## config.mk

```make
export PLATFORM = sky130hd
export DESIGN_NAME = qpc_core
export DESIGN_NICKNAME = d
export VERILOG_FILES = /design/src/design/qpc_pkg.sv /design/src/design/qpc_phase.sv /design/src/design/qpc_alu.sv /design/src/design/qpc_core.sv
export SDC_FILE = /design/constraint.sdc
export NUM_CORES = 1
export LEC_CHECK = 0
export BUFFER_PORTS_ARGS = -buffer_cell sky130_fd_sc_hd__buf_4
export CAP_MARGIN = 15
export CORE_MARGIN = 2
export CORE_UTILIZATION = 26
export DETAILED_ROUTE_END_ITERATION = 6
export GPL_TIMING_DRIVEN = 0
export PLACE_DENSITY = 0.45
export SKIP_CTS_REPAIR_TIMING = 1
export SLEW_MARGIN = 20
export SYNTH_ARGS = -nofsm -noshare
export SYNTH_HDL_FRONTEND = slang
export SYNTH_SLANG_ARGS = --single-unit
export TNS_END_PERCENT = 30
```

## constraint.sdc

```tcl
create_clock -name clk_sys_i -period 2.5 [get_ports clk_sys_i]
set_clock_uncertainty 0.2 [all_clocks]
set_input_delay 0.25 -clock clk_sys_i [delete_from_list [all_inputs] [get_ports clk_sys_i]]
set_output_delay 0.25 -clock clk_sys_i [all_outputs]
set_load 0.05 [all_outputs]
```

## src/design/qpc_pkg.sv

```systemverilog
// quad phase core package: constants, opcodes, alu operations
package qpc_pkg;
	localparam int          PH_COUNT   = 4;
	localparam int          PC_W       = 9;
	localparam int          IW         = 12;
	localparam int          DW         = 8;
	localparam int          FA_W       = 5;
	localparam int          NPIN       = 4;
	localparam int          RST_PIN    = 3;
	localparam logic [3:0]  PH_RESET   = 4'h1;
	localparam logic [8:0]  PC_RESET   = 9'h000;
	localparam logic [8:0]  PC_ONE     = 9'h001;
	localparam logic [8:0]  PC_MASK_SM = 9'h0FF;
	localparam logic [8:0]  PC_MASK_LG = 9'h1FF;
	localparam logic [4:0]  F_INDIRECT = 5'h00;
	localparam logic [4:0]  F_CNT_LOW  = 5'h02;
	localparam logic [4:0]  F_STATUS   = 5'h03;
	localparam logic [4:0]  F_FSEL     = 5'h04;
	localparam logic [7:0]  FSEL_RESET = 8'hE0;
	localparam logic [1:0]  ST_TOPD    = 2'h3;
	localparam logic [2:0]  ST_HI_RST  = 3'h0;
	localparam int          ST_PAGE    = 0;
	// flag vector order is zero, half carry, carry
	localparam int          FL_Z       = 2;
	localparam int          FL_HC      = 1;
	localparam int          FL_C       = 0;
	localparam int          D_BIT      = 5;
	localparam logic [3:0]  OP_NOP     = 4'h0;
	localparam logic [3:0]  OP_MOVWF   = 4'h1;
	localparam logic [3:0]  OP_MOVF    = 4'h2;
	localparam logic [3:0]  OP_ADDWF   = 4'h3;
	localparam logic [3:0]  OP_SUBWF   = 4'h4;
	localparam logic [3:0]  OP_ANDWF   = 4'h5;
	localparam logic [3:0]  OP_IORWF   = 4'h6;
	localparam logic [3:0]  OP_XORWF   = 4'h7;
	localparam logic [3:0]  OP_RLF     = 4'h8;
	localparam logic [3:0]  OP_RRF     = 4'h9;
	localparam logic [3:0]  OP_CLRF    = 4'hA;
	localparam logic [3:0]  OP_MOVLW   = 4'hB;
	localparam logic [3:0]  OP_ANDLW   = 4'hC;
	localparam logic [3:0]  OP_IORLW   = 4'hD;
	localparam logic [3:0]  OP_XORLW   = 4'hE;
	localparam logic [3:0]  OP_JUMP    = 4'hF;
	localparam logic [2:0]  REG_CTRL   = 3'h0;
	localparam logic [2:0]  REG_PINCFG = 3'h1;
	localparam logic [2:0]  REG_CORE   = 3'h2;
	localparam logic [2:0]  REG_INSTR  = 3'h3;
	localparam int          CT_EXTRST  = 0;
	localparam int          CT_LARGE   = 1;
	localparam logic [1:0]  CTRL_RESET = 2'h2;
	localparam int          PU_LO      = 0;
	localparam int          WK_LO      = 8;
	typedef enum logic [3:0] {
		ALU_PASS_B = 4'h0,
		ALU_PASS_A = 4'h1,
		ALU_ADD    = 4'h2,
		ALU_SUB    = 4'h3,
		ALU_AND    = 4'h4,
		ALU_OR     = 4'h5,
		ALU_XOR    = 4'h6,
		ALU_RL     = 4'h7,
		ALU_RR     = 4'h8,
		ALU_CLR    = 4'h9
	} qpc_alu_op_t;
endpackage

```

## src/design/qpc_phase.sv

```systemverilog
// quad phase generator: one-hot divide by four
`timescale 1ns/1ps
module qpc_phase
	import qpc_pkg::*;
(
	input  wire logic clk_sys_i,
	input  wire logic rst_i,
	output logic      phase_one_o,
	output logic      phase_two_o,
	output logic      phase_three_o,
	output logic      phase_four_o
);
	logic [PH_COUNT-1:0] ph_q;

	// rotating token keeps the phases non-overlapping by construction
	always_ff @(posedge clk_sys_i) begin
		if (rst_i) begin
			ph_q <= PH_RESET;
		end else begin
			ph_q <= {ph_q[PH_COUNT-2:0], ph_q[PH_COUNT-1]};
		end
	end

	assign phase_one_o   = ph_q[0];
	assign phase_two_o   = ph_q[1];
	assign phase_three_o = ph_q[2];
	assign phase_four_o  = ph_q[3];

	a_phase_onehot: assert property (@(posedge clk_sys_i) disable iff (rst_i)
		$onehot(ph_q)) else $error("phase token not one-hot");
	a_phase_order: assert property (@(posedge clk_sys_i) disable iff (rst_i)
		phase_one_o |=> phase_two_o ##1 phase_three_o ##1 phase_four_o ##1 phase_one_o)
		else $error("phase sequence broken");
endmodule

```

## src/design/qpc_alu.sv

```systemverilog
// eight bit alu with carry, half carry and zero
`timescale 1ns/1ps
module qpc_alu
	import qpc_pkg::*;
(
	input  wire qpc_alu_op_t   op_i,
	input  wire logic [DW-1:0] a_i,
	input  wire logic [DW-1:0] b_i,
	input  wire logic          c_i,
	output logic [DW-1:0]      res_o,
	output logic [2:0]         flags_o
);
	logic [DW:0] sum;
	logic [4:0]  nib;

	// a is the accumulator, b the file or literal operand
	always_comb begin
		sum = '0;
		nib = '0;
		res_o = b_i;
		flags_o = '0;
		flags_o[FL_C] = c_i;
		unique case (op_i)
			ALU_PASS_B: res_o = b_i;
			ALU_PASS_A: res_o = a_i;
			ALU_ADD: begin
				sum = {1'b0, a_i} + {1'b0, b_i};
				nib = {1'b0, a_i[3:0]} + {1'b0, b_i[3:0]};
				res_o = sum[DW-1:0];
				flags_o[FL_C] = sum[DW];
				flags_o[FL_HC] = nib[4];
			end
			ALU_SUB: begin
				// file minus accumulator; flags mean no borrow
				res_o = b_i - a_i;
				flags_o[FL_C] = (b_i >= a_i);
				flags_o[FL_HC] = (b_i[3:0] >= a_i[3:0]);
			end
			ALU_AND: res_o = a_i & b_i;
			ALU_OR:  res_o = a_i | b_i;
			ALU_XOR: res_o = a_i ^ b_i;
			ALU_RL: begin
				res_o = {b_i[DW-2:0], c_i};
				flags_o[FL_C] = b_i[DW-1];
			end
			ALU_RR: begin
				res_o = {c_i, b_i[DW-1:1]};
				flags_o[FL_C] = b_i[0];
			end
			ALU_CLR: res_o = '0;
		endcase
		flags_o[FL_Z] = (res_o == '0);
	end
endmodule

```

## src/design/qpc_core.sv

```systemverilog
// two stage quad phase core sequencer with register slave
`timescale 1ns/1ps
module qpc_core
	import qpc_pkg::*;
(
	input  wire logic            clk_sys_i,
	input  wire logic            rst_i,
	input  wire logic [2:0]      avs_address_i,
	input  wire logic            avs_read_i,
	input  wire logic            avs_write_i,
	input  wire logic [31:0]     avs_writedata_i,
	input  wire logic [3:0]      avs_byteenable_i,
	output logic [31:0]          avs_readdata_o,
	output logic                 avs_waitrequest_o,
	output logic [PC_W-1:0]      prog_addr_o,
	input  wire logic [IW-1:0]   prog_data_i,
	output logic [FA_W-1:0]      dmem_addr_o,
	output logic                 dmem_re_o,
	input  wire logic [DW-1:0]   dmem_rdata_i,
	output logic                 dmem_we_o,
	output logic [DW-1:0]        dmem_wdata_o,
	input  wire logic [NPIN-1:0] gp_i,
	output logic [NPIN-1:0]      pullup_en_o,
	output logic [NPIN-1:0]      wake_en_o,
	output logic                 wake_evt_o
);
	logic            phase_one;
	logic            phase_two;
	logic            phase_three;
	logic            phase_four;
	logic            core_rst;
	logic            ext_reset_q;
	logic [NPIN-1:0] gp_s1_q;
	logic [NPIN-1:0] gp_s2_q;
	logic [NPIN-1:0] gp_s3_q;
	logic [1:0]      ctrl_q;
	logic [NPIN-1:0] pu_q;
	logic [NPIN-1:0] wk_q;
	logic            wait_q;
	logic [31:0]     rd_mux;
	logic [PC_W-1:0] program_counter_q;
	logic [PC_W-1:0] pc_mask;
	logic [PC_W-1:0] pc_inc;
	logic [PC_W-1:0] jump_tgt;
	logic [IW-1:0]   ir_q;
	logic            ir_valid_q;
	logic [DW-1:0]   acc_q;
	logic [DW-1:0]   fsel_q;
	logic [2:0]      st_hi_q;
	logic [2:0]      flags_q;
	logic [2:0]      rflags_q;
	logic [DW-1:0]   opnd_q;
	logic [DW-1:0]   alu_res;
	logic [2:0]      alu_flags;
	logic [DW-1:0]   src_val;
	logic [DW-1:0]   status_val;
	logic [3:0]      opc;
	logic [FA_W-1:0] eff_addr;
	logic            internal;
	qpc_alu_op_t     alu_op;
	logic            use_lit;
	logic            reads_f;
	logic            to_file;
	logic            to_acc;
	logic            is_jump;
	logic [2:0]      aff;
	logic            exec;
	logic            cnt_wr;
	logic            branch;

	qpc_phase u_phase (
		.clk_sys_i     (clk_sys_i),
		.rst_i         (core_rst),
		.phase_one_o   (phase_one),
		.phase_two_o   (phase_two),
		.phase_three_o (phase_three),
		.phase_four_o  (phase_four)
	);

	qpc_alu u_alu (
		.op_i    (alu_op),
		.a_i     (acc_q),
		.b_i     (opnd_q),
		.c_i     (flags_q[FL_C]),
		.res_o   (alu_res),
		.flags_o (alu_flags)
	);

	// pin synchroniser; third stage only feeds change detection
	always_ff @(posedge clk_sys_i) begin
		if (rst_i) begin
			gp_s1_q <= '0;
			gp_s2_q <= '0;
			gp_s3_q <= '0;
		end else begin
			gp_s1_q <= gp_i;
			gp_s2_q <= gp_s1_q;
			gp_s3_q <= gp_s2_q;
		end
	end

	// reset pin, only when configured; adds one cycle of latency
	always_ff @(posedge clk_sys_i) begin
		if (rst_i) begin
			ext_reset_q <= 1'b0;
		end else begin
			ext_reset_q <= ctrl_q[CT_EXTRST] & ~gp_s2_q[RST_PIN];
		end
	end

	assign core_rst = rst_i | ext_reset_q;

	// pad controls; in reset pin mode the reset pin keeps its pull-up whatever pincfg says
	always_ff @(posedge clk_sys_i) begin
		if (rst_i) begin
			pullup_en_o <= '0;
			wake_en_o <= '0;
			wake_evt_o <= 1'b0;
		end else begin
			pullup_en_o <= pu_q;
			pullup_en_o[RST_PIN] <= pu_q[RST_PIN] | ctrl_q[CT_EXTRST];
			wake_en_o <= wk_q;
			wake_evt_o <= |((gp_s2_q ^ gp_s3_q) & wk_q);
		end
	end

	// bus handshake: one wait cycle, then the answer edge
	always_ff @(posedge clk_sys_i) begin
		if (rst_i) begin
			wait_q <= 1'b1;
		end else begin
			wait_q <= ~((avs_read_i | avs_write_i) & wait_q);
		end
	end

	assign avs_waitrequest_o = wait_q;

	// read mux; unmapped words read as zero
	always_comb begin
		rd_mux = '0;
		unique case (avs_address_i)
			REG_CTRL: rd_mux[1:0] = ctrl_q;
			REG_PINCFG: begin
				rd_mux[PU_LO+:NPIN] = pu_q;
				rd_mux[WK_LO+:NPIN] = wk_q;
			end
			REG_CORE:  rd_mux = {7'h00, program_counter_q, acc_q, status_val};
			REG_INSTR: rd_mux = {19'h0_0000, ir_valid_q, ir_q};
			default:   rd_mux = '0;
		endcase
	end

	always_ff @(posedge clk_sys_i) begin
		if (rst_i) begin
			avs_readdata_o <= '0;
		end else if (avs_read_i && wait_q) begin
			avs_readdata_o <= rd_mux;
		end
	end

	// writes land at the edge where waitrequest is seen low
	always_ff @(posedge clk_sys_i) begin
		if (rst_i) begin
			ctrl_q <= CTRL_RESET;
			pu_q <= '0;
			wk_q <= '0;
		end else if (avs_write_i && !wait_q) begin
			if (avs_address_i == REG_CTRL && avs_byteenable_i[0]) begin
				ctrl_q <= avs_writedata_i[1:0];
			end
			if (avs_address_i == REG_PINCFG && avs_byteenable_i[0]) begin
				pu_q <= avs_writedata_i[PU_LO+:NPIN];
			end
			if (avs_address_i == REG_PINCFG && avs_byteenable_i[1]) begin
				wk_q <= avs_writedata_i[WK_LO+:NPIN];
			end
		end
	end

	// decode of the latched word
	always_comb begin
		opc = ir_q[IW-1:IW-4];
		alu_op = ALU_PASS_B;
		use_lit = 1'b0;
		reads_f = 1'b1;
		to_file = ir_q[D_BIT];
		to_acc = ~ir_q[D_BIT];
		is_jump = 1'b0;
		aff = 3'h0;
		unique case (opc)
			OP_NOP: begin
				reads_f = 1'b0;
				to_file = 1'b0;
				to_acc = 1'b0;
			end
			OP_MOVWF: begin
				alu_op = ALU_PASS_A;
				reads_f = 1'b0;
				to_file = 1'b1;
				to_acc = 1'b0;
			end
			OP_MOVF:  aff[FL_Z] = 1'b1;
			OP_ADDWF: begin
				alu_op = ALU_ADD;
				aff = 3'h7;
			end
			OP_SUBWF: begin
				alu_op = ALU_SUB;
				aff = 3'h7;
			end
			OP_ANDWF: {alu_op, aff[FL_Z]} = {ALU_AND, 1'b1};
			OP_IORWF: {alu_op, aff[FL_Z]} = {ALU_OR, 1'b1};
			OP_XORWF: {alu_op, aff[FL_Z]} = {ALU_XOR, 1'b1};
			OP_RLF:   {alu_op, aff[FL_C]} = {ALU_RL, 1'b1};
			OP_RRF:   {alu_op, aff[FL_C]} = {ALU_RR, 1'b1};
			OP_CLRF: begin
				alu_op = ALU_CLR;
				reads_f = 1'b0;
				aff[FL_Z] = 1'b1;
			end
			OP_MOVLW, OP_ANDLW, OP_IORLW, OP_XORLW: begin
				use_lit = 1'b1;
				reads_f = 1'b0;
				to_file = 1'b0;
				to_acc = 1'b1;
				aff[FL_Z] = (opc != OP_MOVLW);
				alu_op = (opc == OP_ANDLW) ? ALU_AND :
					(opc == OP_IORLW) ? ALU_OR :
					(opc == OP_XORLW) ? ALU_XOR : ALU_PASS_B;
			end
			OP_JUMP: begin
				is_jump = 1'b1;
				reads_f = 1'b0;
				to_file = 1'b0;
				to_acc = 1'b0;
			end
		endcase
	end

	// file address 0 goes through the select pointer
	assign eff_addr = (ir_q[FA_W-1:0] == F_INDIRECT) ? fsel_q[FA_W-1:0] : ir_q[FA_W-1:0];
	assign internal = (eff_addr == F_CNT_LOW) || (eff_addr == F_STATUS) ||
		(eff_addr == F_FSEL);
	assign status_val = {st_hi_q, ST_TOPD, flags_q};
	assign exec = ir_valid_q;
	assign cnt_wr = to_file && (eff_addr == F_CNT_LOW);
	assign branch = exec && (is_jump || cnt_wr);

	// core registers sit in the data space ahead of the external file
	always_comb begin
		unique case (eff_addr)
			F_CNT_LOW: src_val = program_counter_q[DW-1:0];
			F_STATUS:  src_val = status_val;
			F_FSEL:    src_val = fsel_q;
			default:   src_val = dmem_rdata_i;
		endcase
	end

	// wrap within the implemented program space
	assign pc_mask = ctrl_q[CT_LARGE] ? PC_MASK_LG : PC_MASK_SM;
	assign pc_inc = PC_W'(program_counter_q + PC_ONE) & pc_mask;
	assign jump_tgt = {st_hi_q[ST_PAGE], ir_q[DW-1:0]} & pc_mask;

	// counter steps at phase one; a branch overrides it at phase four
	always_ff @(posedge clk_sys_i) begin
		if (core_rst) begin
			program_counter_q <= PC_RESET;
		end else if (phase_four && branch) begin
			program_counter_q <= is_jump ? jump_tgt : ({1'b0, dmem_wdata_o} & pc_mask);
		end else if (phase_one) begin
			program_counter_q <= pc_inc;
		end
	end

	// fetch runs alongside execute of the previous word
	always_ff @(posedge clk_sys_i) begin
		if (core_rst) begin
			prog_addr_o <= PC_RESET;
		end else if (phase_one) begin
			prog_addr_o <= program_counter_q;
		end
	end

	// empty after reset, so the first cycle only fetches
	always_ff @(posedge clk_sys_i) begin
		if (core_rst) begin
			ir_q <= '0;
			ir_valid_q <= 1'b0;
		end else if (phase_four) begin
			ir_q <= prog_data_i;
			ir_valid_q <= ~branch;
		end
	end

	// operand read strobe spans phase two only
	always_ff @(posedge clk_sys_i) begin
		if (core_rst) begin
			dmem_addr_o <= '0;
			dmem_re_o <= 1'b0;
			opnd_q <= '0;
		end else if (phase_one) begin
			dmem_addr_o <= eff_addr;
			dmem_re_o <= exec && reads_f && !internal;
		end else if (phase_two) begin
			dmem_re_o <= 1'b0;
			opnd_q <= use_lit ? ir_q[DW-1:0] : src_val;
		end
	end

	// result formed in phase three, write strobe spans phase four
	always_ff @(posedge clk_sys_i) begin
		if (core_rst) begin
			dmem_wdata_o <= '0;
			dmem_we_o <= 1'b0;
			rflags_q <= '0;
		end else if (phase_three) begin
			dmem_wdata_o <= alu_res;
			rflags_q <= alu_flags;
			dmem_we_o <= exec && to_file && !internal;
		end else if (phase_four) begin
			dmem_we_o <= 1'b0;
		end
	end

	// accumulator has no data address
	always_ff @(posedge clk_sys_i) begin
		if (core_rst) begin
			acc_q <= '0;
		end else if (phase_four && exec && to_acc) begin
			acc_q <= dmem_wdata_o;
		end
	end

	always_ff @(posedge clk_sys_i) begin
		if (core_rst) begin
			fsel_q <= FSEL_RESET;
		end else if (phase_four && exec && to_file && eff_addr == F_FSEL) begin
			fsel_q <= dmem_wdata_o;
		end
	end

	// flags the instruction owns win over a write to status
	always_ff @(posedge clk_sys_i) begin
		if (core_rst) begin
			st_hi_q <= ST_HI_RST;
			flags_q <= '0;
		end else if (phase_four && exec) begin
			if (to_file && eff_addr == F_STATUS) begin
				st_hi_q <= dmem_wdata_o[DW-1:DW-3];
			end
			for (int i = 0; i < 3; i++) begin
				if (aff[i]) begin
					flags_q[i] <= rflags_q[i];
				end else if (to_file && eff_addr == F_STATUS) begin
					flags_q[i] <= dmem_wdata_o[i];
				end
			end
		end
	end

	a_pc_advance: assert property (@(posedge clk_sys_i) disable iff (core_rst)
		phase_one |=> program_counter_q == $past(pc_inc))
		else $error("counter did not step at phase one");
	a_ir_capture: assert property (@(posedge clk_sys_i) disable iff (core_rst)
		phase_four |=> ir_q == $past(prog_data_i))
		else $error("instruction not latched at phase four");
	a_read_phase: assert property (@(posedge clk_sys_i) disable iff (core_rst)
		dmem_re_o |-> phase_two && $past(phase_one))
		else $error("operand read outside phase two");
	a_write_phase: assert property (@(posedge clk_sys_i) disable iff (core_rst)
		dmem_we_o |-> phase_four ##1 !dmem_we_o)
		else $error("destination write outside phase four");
	// the flushed word must stay invalid and strobe no write for a whole cycle
	a_branch_flush: assert property (@(posedge clk_sys_i) disable iff (core_rst)
		phase_four && exec && is_jump |=> (!ir_valid_q && !dmem_we_o)[*4])
		else $error("fetched word not flushed on branch");
	a_jump_target: assert property (@(posedge clk_sys_i) disable iff (core_rst)
		phase_four && exec && is_jump |=> program_counter_q == $past(jump_tgt)
		##1 prog_addr_o == $past(program_counter_q)) else $error("jump target lost");
	a_reset_vector: assert property (@(posedge clk_sys_i)
		core_rst |=> program_counter_q == PC_RESET && !ir_valid_q && phase_one)
		else $error("reset did not restart at zero");
	a_sub_borrow: assert property (@(posedge clk_sys_i) disable iff (core_rst)
		alu_op == ALU_SUB |-> alu_flags[FL_C] == (opnd_q >= acc_q))
		else $error("subtract carry is not inverted borrow");
	a_reset_pullup: assert property (@(posedge clk_sys_i) disable iff (rst_i)
		ctrl_q[CT_EXTRST] ##1 ctrl_q[CT_EXTRST] |-> pullup_en_o[RST_PIN])
		else $error("reset pin pull-up not forced");
endmodule

```

### After elaboration in Yosys (flattened, before gate mapping)

Cells that the tools add are included.

* $add $sub $neg: 4
* $lt $le $gt $ge: 2
* equality and inequality tests: 31
* mux-type cells: 37
* bitwise logic cells: 18
* reductions and logical operators: 49

Operators by type and width (number)
* $pmux W8 S10: 1
* $eq A4 B4 Y1 const B: 10
* $pmux W4 S10: 1
* $mux W9: 4
* $eq A4 B3 Y1 const B: 8
* $pmux W13 S2: 1
* $pmux W8 S3: 1
* $and A9 B9 Y9: 2
* $logic_and A1 B1 Y1: 17
* $eq A4 B2 Y1 const B: 4
* $reduce_and A2 Y1: 8
* $mux W1: 15
* $pmux W4 S3: 1
* $reduce_bool A2 Y1: 6
* $reduce_or A4 Y1: 3
* $eq A5 B2 Y1 const B: 2
* $add A8 B8 Y9: 1
* $add A9 B1 Y9 const B: 1
* $and A8 B9 Y9: 1
* $mux W3: 3
* $and A8 B8 Y8: 1
* $eq A4 B1 Y1 const B: 2
* $ge A8 B8 Y1: 1
* $logic_not A4 Y1: 2
* other kinds (31): 45

* register bits: 148
* input port bits: 67
* output and inout port bits: 66

### Depth between registers and ports, before layout

* depth after elaboration: 8
* depth in mapped cells: 11
* gate-level depth less buffers: 11

### Cells and area by module

A second synthesis with hierarchy kept.

* cell total of the unflattened synthesis: 927
* area, all modules: 8015.2 um2

Modules (own cells, without submodules)
* qpc_core: times used 1, cells an instance 663, area each 6082.1 um2
* qpc_alu: times used 1, cells an instance 256, area each 1820.5 um2
* qpc_phase: times used 1, cells an instance 8, area each 112.6 um2

### Worst setup path before layout

OpenSTA, ideal clock, no wires.

* path kind: register to register
* from: register opnd_q[1]
* to: register rflags_q[2]
* library setup time: 0.116 ns
* arrival: 2.208 ns
* required time: 2.184 ns
* path slack: -0.024 ns
* stages on the path, launching flop included: 10
* buffers on the path: 0
* period minus slack after synthesis: 2.524 ns
* cell sequence: dfxtp_1 inv_1 ha_1 nor2_1 o311a_1 o221a_2 or3_1 a21oi_1 o22ai_1 a31o_1

* longest elaborated chain between the ends: 3

Ends and longest elaborated chain
* start, declared: RTL line qpc_core.sv:52 `logic [DW-1:0] opnd_q;`
* start signal, assigned: RTL line qpc_core.sv:306 `opnd_q <= use_lit ? ir_q[DW-1:0] : src_val;`
* $sub A8 B8 Y8, or another cell as far along: RTL line qpc_alu.sv:35 `res_o = b_i - a_i;`
* $pmux W8 S10 (*): RTL line qpc_alu.sv:23 `unique case (op_i)`
* $logic_not A8 Y1 (*): RTL line qpc_alu.sv:52 `flags_o[FL_Z] = (res_o == '0);`
* end signal, assigned: RTL line qpc_core.sv:318 `rflags_q <= alu_flags;`
* end, declared: RTL line qpc_core.sv:51 `logic [2:0] rflags_q;`

Mark *: on every way between the ends. The rest lies on a longest branch, timed or not.
A chain may end at the register's enable or synchronous reset.

### Worst setup path in the final report

* from: register ir_q[11]
* to: register rflags_q[2]

* longest elaborated chain between the ends: 8

Ends and longest elaborated chain
* start, declared: RTL line qpc_core.sv:45 `logic [IW-1:0] ir_q;`
* start signal, assigned: RTL line qpc_core.sv:290 `ir_q <= prog_data_i;`
* $eq A4 B4 Y1: RTL line qpc_core.sv:190, qpc_core.sv:229
* $mux W3: RTL line qpc_core.sv:229 `(opc == OP_XORLW) ? ALU_XOR : ALU_PASS_B;`
* $mux W3: RTL line qpc_core.sv:228 `(opc == OP_IORLW) ? ALU_OR :`
* $mux W3: RTL line qpc_core.sv:227 `alu_op = (opc == OP_ANDLW) ? ALU_AND :`
* $pmux W4 S10 (*): RTL line qpc_core.sv:190 `unique case (opc)`
* $eq A4 B4 Y1, or another cell as far along: RTL line qpc_alu.sv:23
* $pmux W8 S10 (*): RTL line qpc_alu.sv:23
* $logic_not A8 Y1 (*): RTL line qpc_alu.sv:52

Marks and branches as above.

==> reports/qor.csv <==
stage;metric;value;unit
outcome;status;finished with violations;
outcome;failing checks;setup timing;
logic_synthesis;post-synthesis sequential area ratio;37.0;%
logic_synthesis;leading post-synthesis cells by cell area;dfxtp_1 (37%), mux2i_1 (8.3%), nor2_1 (6.0%);
setup_path;CP bufs+invs;2;
timing;relative slew slack;40.5;%
timing;Hold Fails Final Rpt;0;
final_layout;Core Util, Final;37.1;%
clock_network;Sinks on Clock Net;141;
power;P_sw;1.64;mW
die;Die ar.;0.0307;sq mm
power;maximum vdd ir drop;0.487;mV
die;Core Box Area;0.0288;sq mm
global_routing;Remaining Overflow, GRT;0;
clock_network;Max clock buf depth;2;
setup_path;crit path to;rflags_q[2]$_SDFFE_PP0P_;
clock_network;Worst-path clk slew;0.07;ns
power;power density cells;537;mW/mm^2
detailed_routing;Vias/cell;4.99;
setup_path;slowest stage cell, crit path;or4b_1;
timing;Final Max Slew Viols;0;
timing;Worst Tran Pin Value;0.892;ns
power;Seq pwr share;40.9;%
timing;post-route minimum period;2.63;ns
power;sw frac;28.5;%
die;width of the die;175;um
logic_synthesis;Post-Syn Area;0.00763;sq mm
power;LEAKAGE;4.04;nW
logic_synthesis;Synth cell types;84;
detailed_routing;routed via count;7315;
setup_path;critical path depth;9;
timing;final setup TNS;-0.340;ns
global_routing;met2 GRT Util;30.9;%
final_layout;synth-to-layout area growth;40.1;%
die;Die Y;175;um
detailed_routing;DRT antenna net count;0;
flow_run;number of max-cap violations;0;
detailed_routing;final WL;29100;um
clock_network;CTS root buf;clkbuf_16;
global_routing;met1 usage;24.8;%
clock_network;Max H-tree Level;4;
timing;Setup Viol. Count Final;4;
setup_path;cells on worst reg2reg path;9;
logic_synthesis;Post-synth EDFFs;0;
setup_path;CP delay by family, top;simple AND/OR/NAND/NOR gates;
die;initial core utilization;26.5;%
power;Logic pwr share;12.1;%
setup_path;CP Cell Sequence;buf_6 > or4b_1 > buf_6 > or4_1 > a21oi_2 > nor3_1 > a32oi_2 > nor2_2 > a31o_1;
logic_synthesis;most frequent cell after synthesis;dfxtp_1;
min_path;Min-Delay Path Class;input port to flip-flop;
place;IO buf count;99;
clock_network;CTS buffer count;17;
setup_path;Slowest Stage Delay on Critical Path;0.48;ns
final_layout;antenna fix cells;0;
clock_network;Worst-Skew Late Latency;0.43;ns
global_routing;GRT Overall Usage;18.5;%
global_routing;initial antenna violation count;0;
setup_path;Crit Path Category;flip-flop to flip-flop;
final_layout;Post-layout nets;1164;
logic_synthesis;most common flop cell mapped by yosys;dfxtp_1;
logic_synthesis;synthesized flop and latch total;141;
setup_path;Reg2Reg Capture Point;rflags_q[2]$_SDFFE_PP0P_;
timing;hold slack final;0.0313;ns
setup_path;r2r setup slk;-0.13;ns
final_layout;post-route cell area;0.0107;sq mm
timing;RSZ-0062 raised after global routing;yes;
logic_synthesis;top cells by count, synth;dfxtp_1 (141), nor2_1 (122), mux2i_1 (63);
logic_synthesis;Yosys top cell area share;37.0;%
setup_path;Critical R2R Launch;ir_q[11]$_SDFFE_PP0P_;
detailed_routing;Starting DRT DRC Count;477;
logic_synthesis;Mean Syn Cell Area;8.64;sq um
place;dpl cell area;0.00888;sq mm
setup_path;Required @ worst endpoint;2.62;ns
die;number of I/O pins;133;
global_routing;GR Layer Usage met3;2.79;%
final_layout;fraction of layout cells with a size suffix above 1;29.7;%
setup_path;CP arrival;2.75;ns
detailed_routing;# DRC;0;
setup_path;CP most frequent cell;buf_6;
global_routing;number of global-route vias before repair;6965;
detailed_routing;DR pass1 iterations;6;
power;Clock power frac;47.0;%
global_routing;first-pass GRT wire length;43300;um
global_routing;GR peak layer;met2;
setup_path;Worst setup startpoint;ir_q[11]$_SDFFE_PP0P_;
global_routing;largest net degree at the start of global routing;17;
timing;Final period util;105;%
place;Placed Instances;1372;
detailed_routing;average wire per standard cell;19.8;um
setup_path;CP Launch Type;flip-flop;
place;post-DP HPWL;21300;um
power;Pint;4.10;mW
logic_synthesis;Synth Instances;883;
logic_synthesis;cell taking the most area after synthesis;dfxtp_1;
clock_network;CTS tree;done;
setup_path;Critical Path Fanout Max;10;
setup_path;CP Capture Type;flip-flop;
place;Routability Congestion;0.910;
logic_synthesis;synthesis warning total;0;
final_layout;Final Non-Filler Cells;1467;
logic_synthesis;Post-synth ARST share;0;%
timing;Final WS setup;-0.132;ns
timing;fmax;380;MHz
die;Cell Rows;62;
[worst reg2reg max path, stage by stage (launching register included)]
cell	delay, ns
dfxtp_1	0.31
buf_6	0.15
or4b_1	0.48
buf_6	0.15
or4_1	0.42
a21oi_2	0.12
nor3_1	0.07
a32oi_2	0.33
nor2_2	0.09
a31o_1	0.21
[per-layer routing]
layer	wire [um]	share of wire, %	vias to the layer above
met5	0	0	-
met4	503	1.7	0
met3	1180	4.1	34
met2	14100	49	195
met1	13300	46	3549
li1	-	-	3537
[power by group through the flow]
stage               clock [mW]  sequential (mW)  combinational (mW)
CTS                       2.73             2.35               0.572
global placement             0             2.40               0.570
global route              2.84             2.35               0.748
finish                    2.70             2.35               0.697
floorplan                    0             2.42               0.319
detailed placement           0             2.40               0.569
[final cells by class]
class / instances / area (sq um)
fillers: 2942 / 18100
multi-input cells: 648 / 4860
flip-flops and latches: 141 / 2880
repair buffers: 164 / 1320
well taps: 384 / 480
clock buffers: 17 / 425
plain buffers: 66 / 392
clock inverters: 15 / 195
inverters: 32 / 139
[state kept, by name, summed over array words and instances, names as in the netlist, 4 cells and up]
| signal | cells |
|---|---|
| ir_q | 12 |
| wk_q | 4 |
| dmem_wdata_o | 8 |
| dmem_addr_o | 5 |
| pullup_en_o | 4 |
| gp_s3_q | 4 |
| fsel_q | 8 |
| opnd_q | 8 |
| wake_en_o | 4 |
| u_phase.ph_q | 4 |
| prog_addr_o | 9 |
| acc_q | 8 |
| avs_readdata_o | 25 |
| program_counter_q | 9 |
| pu_q | 4 |
| gp_s1_q | 4 |
| gp_s2_q | 4 |
[worst min path at each step]
stage                               start                              to  slack (ns)  cells after the start
floorplan                           rst_i      u_phase.ph_q[0]$_SDFF_PP1_        0.16                      1
global placement    gp_s1_q[1]$_SDFF_PP0_           gp_s2_q[1]$_SDFF_PP0_        0.22                      1
detailed placement  gp_s1_q[1]$_SDFF_PP0_           gp_s2_q[1]$_SDFF_PP0_        0.23                      1
CTS                               gp_i[0]           gp_s1_q[0]$_SDFF_PP0_       -0.18                      2
global route              dmem_rdata_i[6]          opnd_q[6]$_SDFFE_PP0P_        0.06                      3
finish                   avs_address_i[2]  avs_readdata_o[0]$_SDFFE_PP0P_        0.03                      4
[metrics by stage]
stage | worst slack (ns) | total power, mW
2_1_floorplan | 0.00148 | 2.74
3_3_place_gp | -0.718 | 2.97
3_5_place_dp | -0.684 | 2.97
4_1_cts | -0.702 | 5.66
5_1_grt | -0.199 | 5.94
6_report | -0.132 | 5.74
[cells in the final DEF, fill, tap and decap left out, types with 8 or more instances in the layout]
cell	synthesis	final
a211oi_1	25	17
a211oi_2	1	9
a21oi_1	43	36
a22o_1	9	9
a22oi_1	31	30
and2_1	14	14
buf_4	7	146
buf_6	1	9
clkbuf_1	38	30
clkbuf_16	0	17
dfxtp_1	141	120
dfxtp_2	0	8
dfxtp_4	0	13
dlygate4sd3_1	0	27
ha_1	25	14
ha_4	0	8
inv_1	32	22
mux2i_1	63	62
nand2_1	50	48
nand3_1	10	10
nor2_1	122	118
nor2b_1	28	28
nor3_1	17	13
nor3b_1	12	12
o21ai_0	38	35
xor2_1	9	9
[cells by family (layout without fill, tap and decap cells)]
| logic type | Yosys count | count (layout) | share of synthesized area [%] |
|---|---|---|---|
| xor+xnor | 16 | 16 | 1.84 |
| compound gates | 216 | 217 | 20.3 |
| other cells | 1 | 7 | 0.0492 |
| mux | 71 | 71 | 9.74 |
| flops | 141 | 141 | 37.0 |
| fa+ha+maj | 27 | 27 | 4.63 |
| simple gates | 310 | 310 | 20.8 |
| buf+inv | 101 | 294 | 5.68 |
Power figures use the tool's default switching activity.
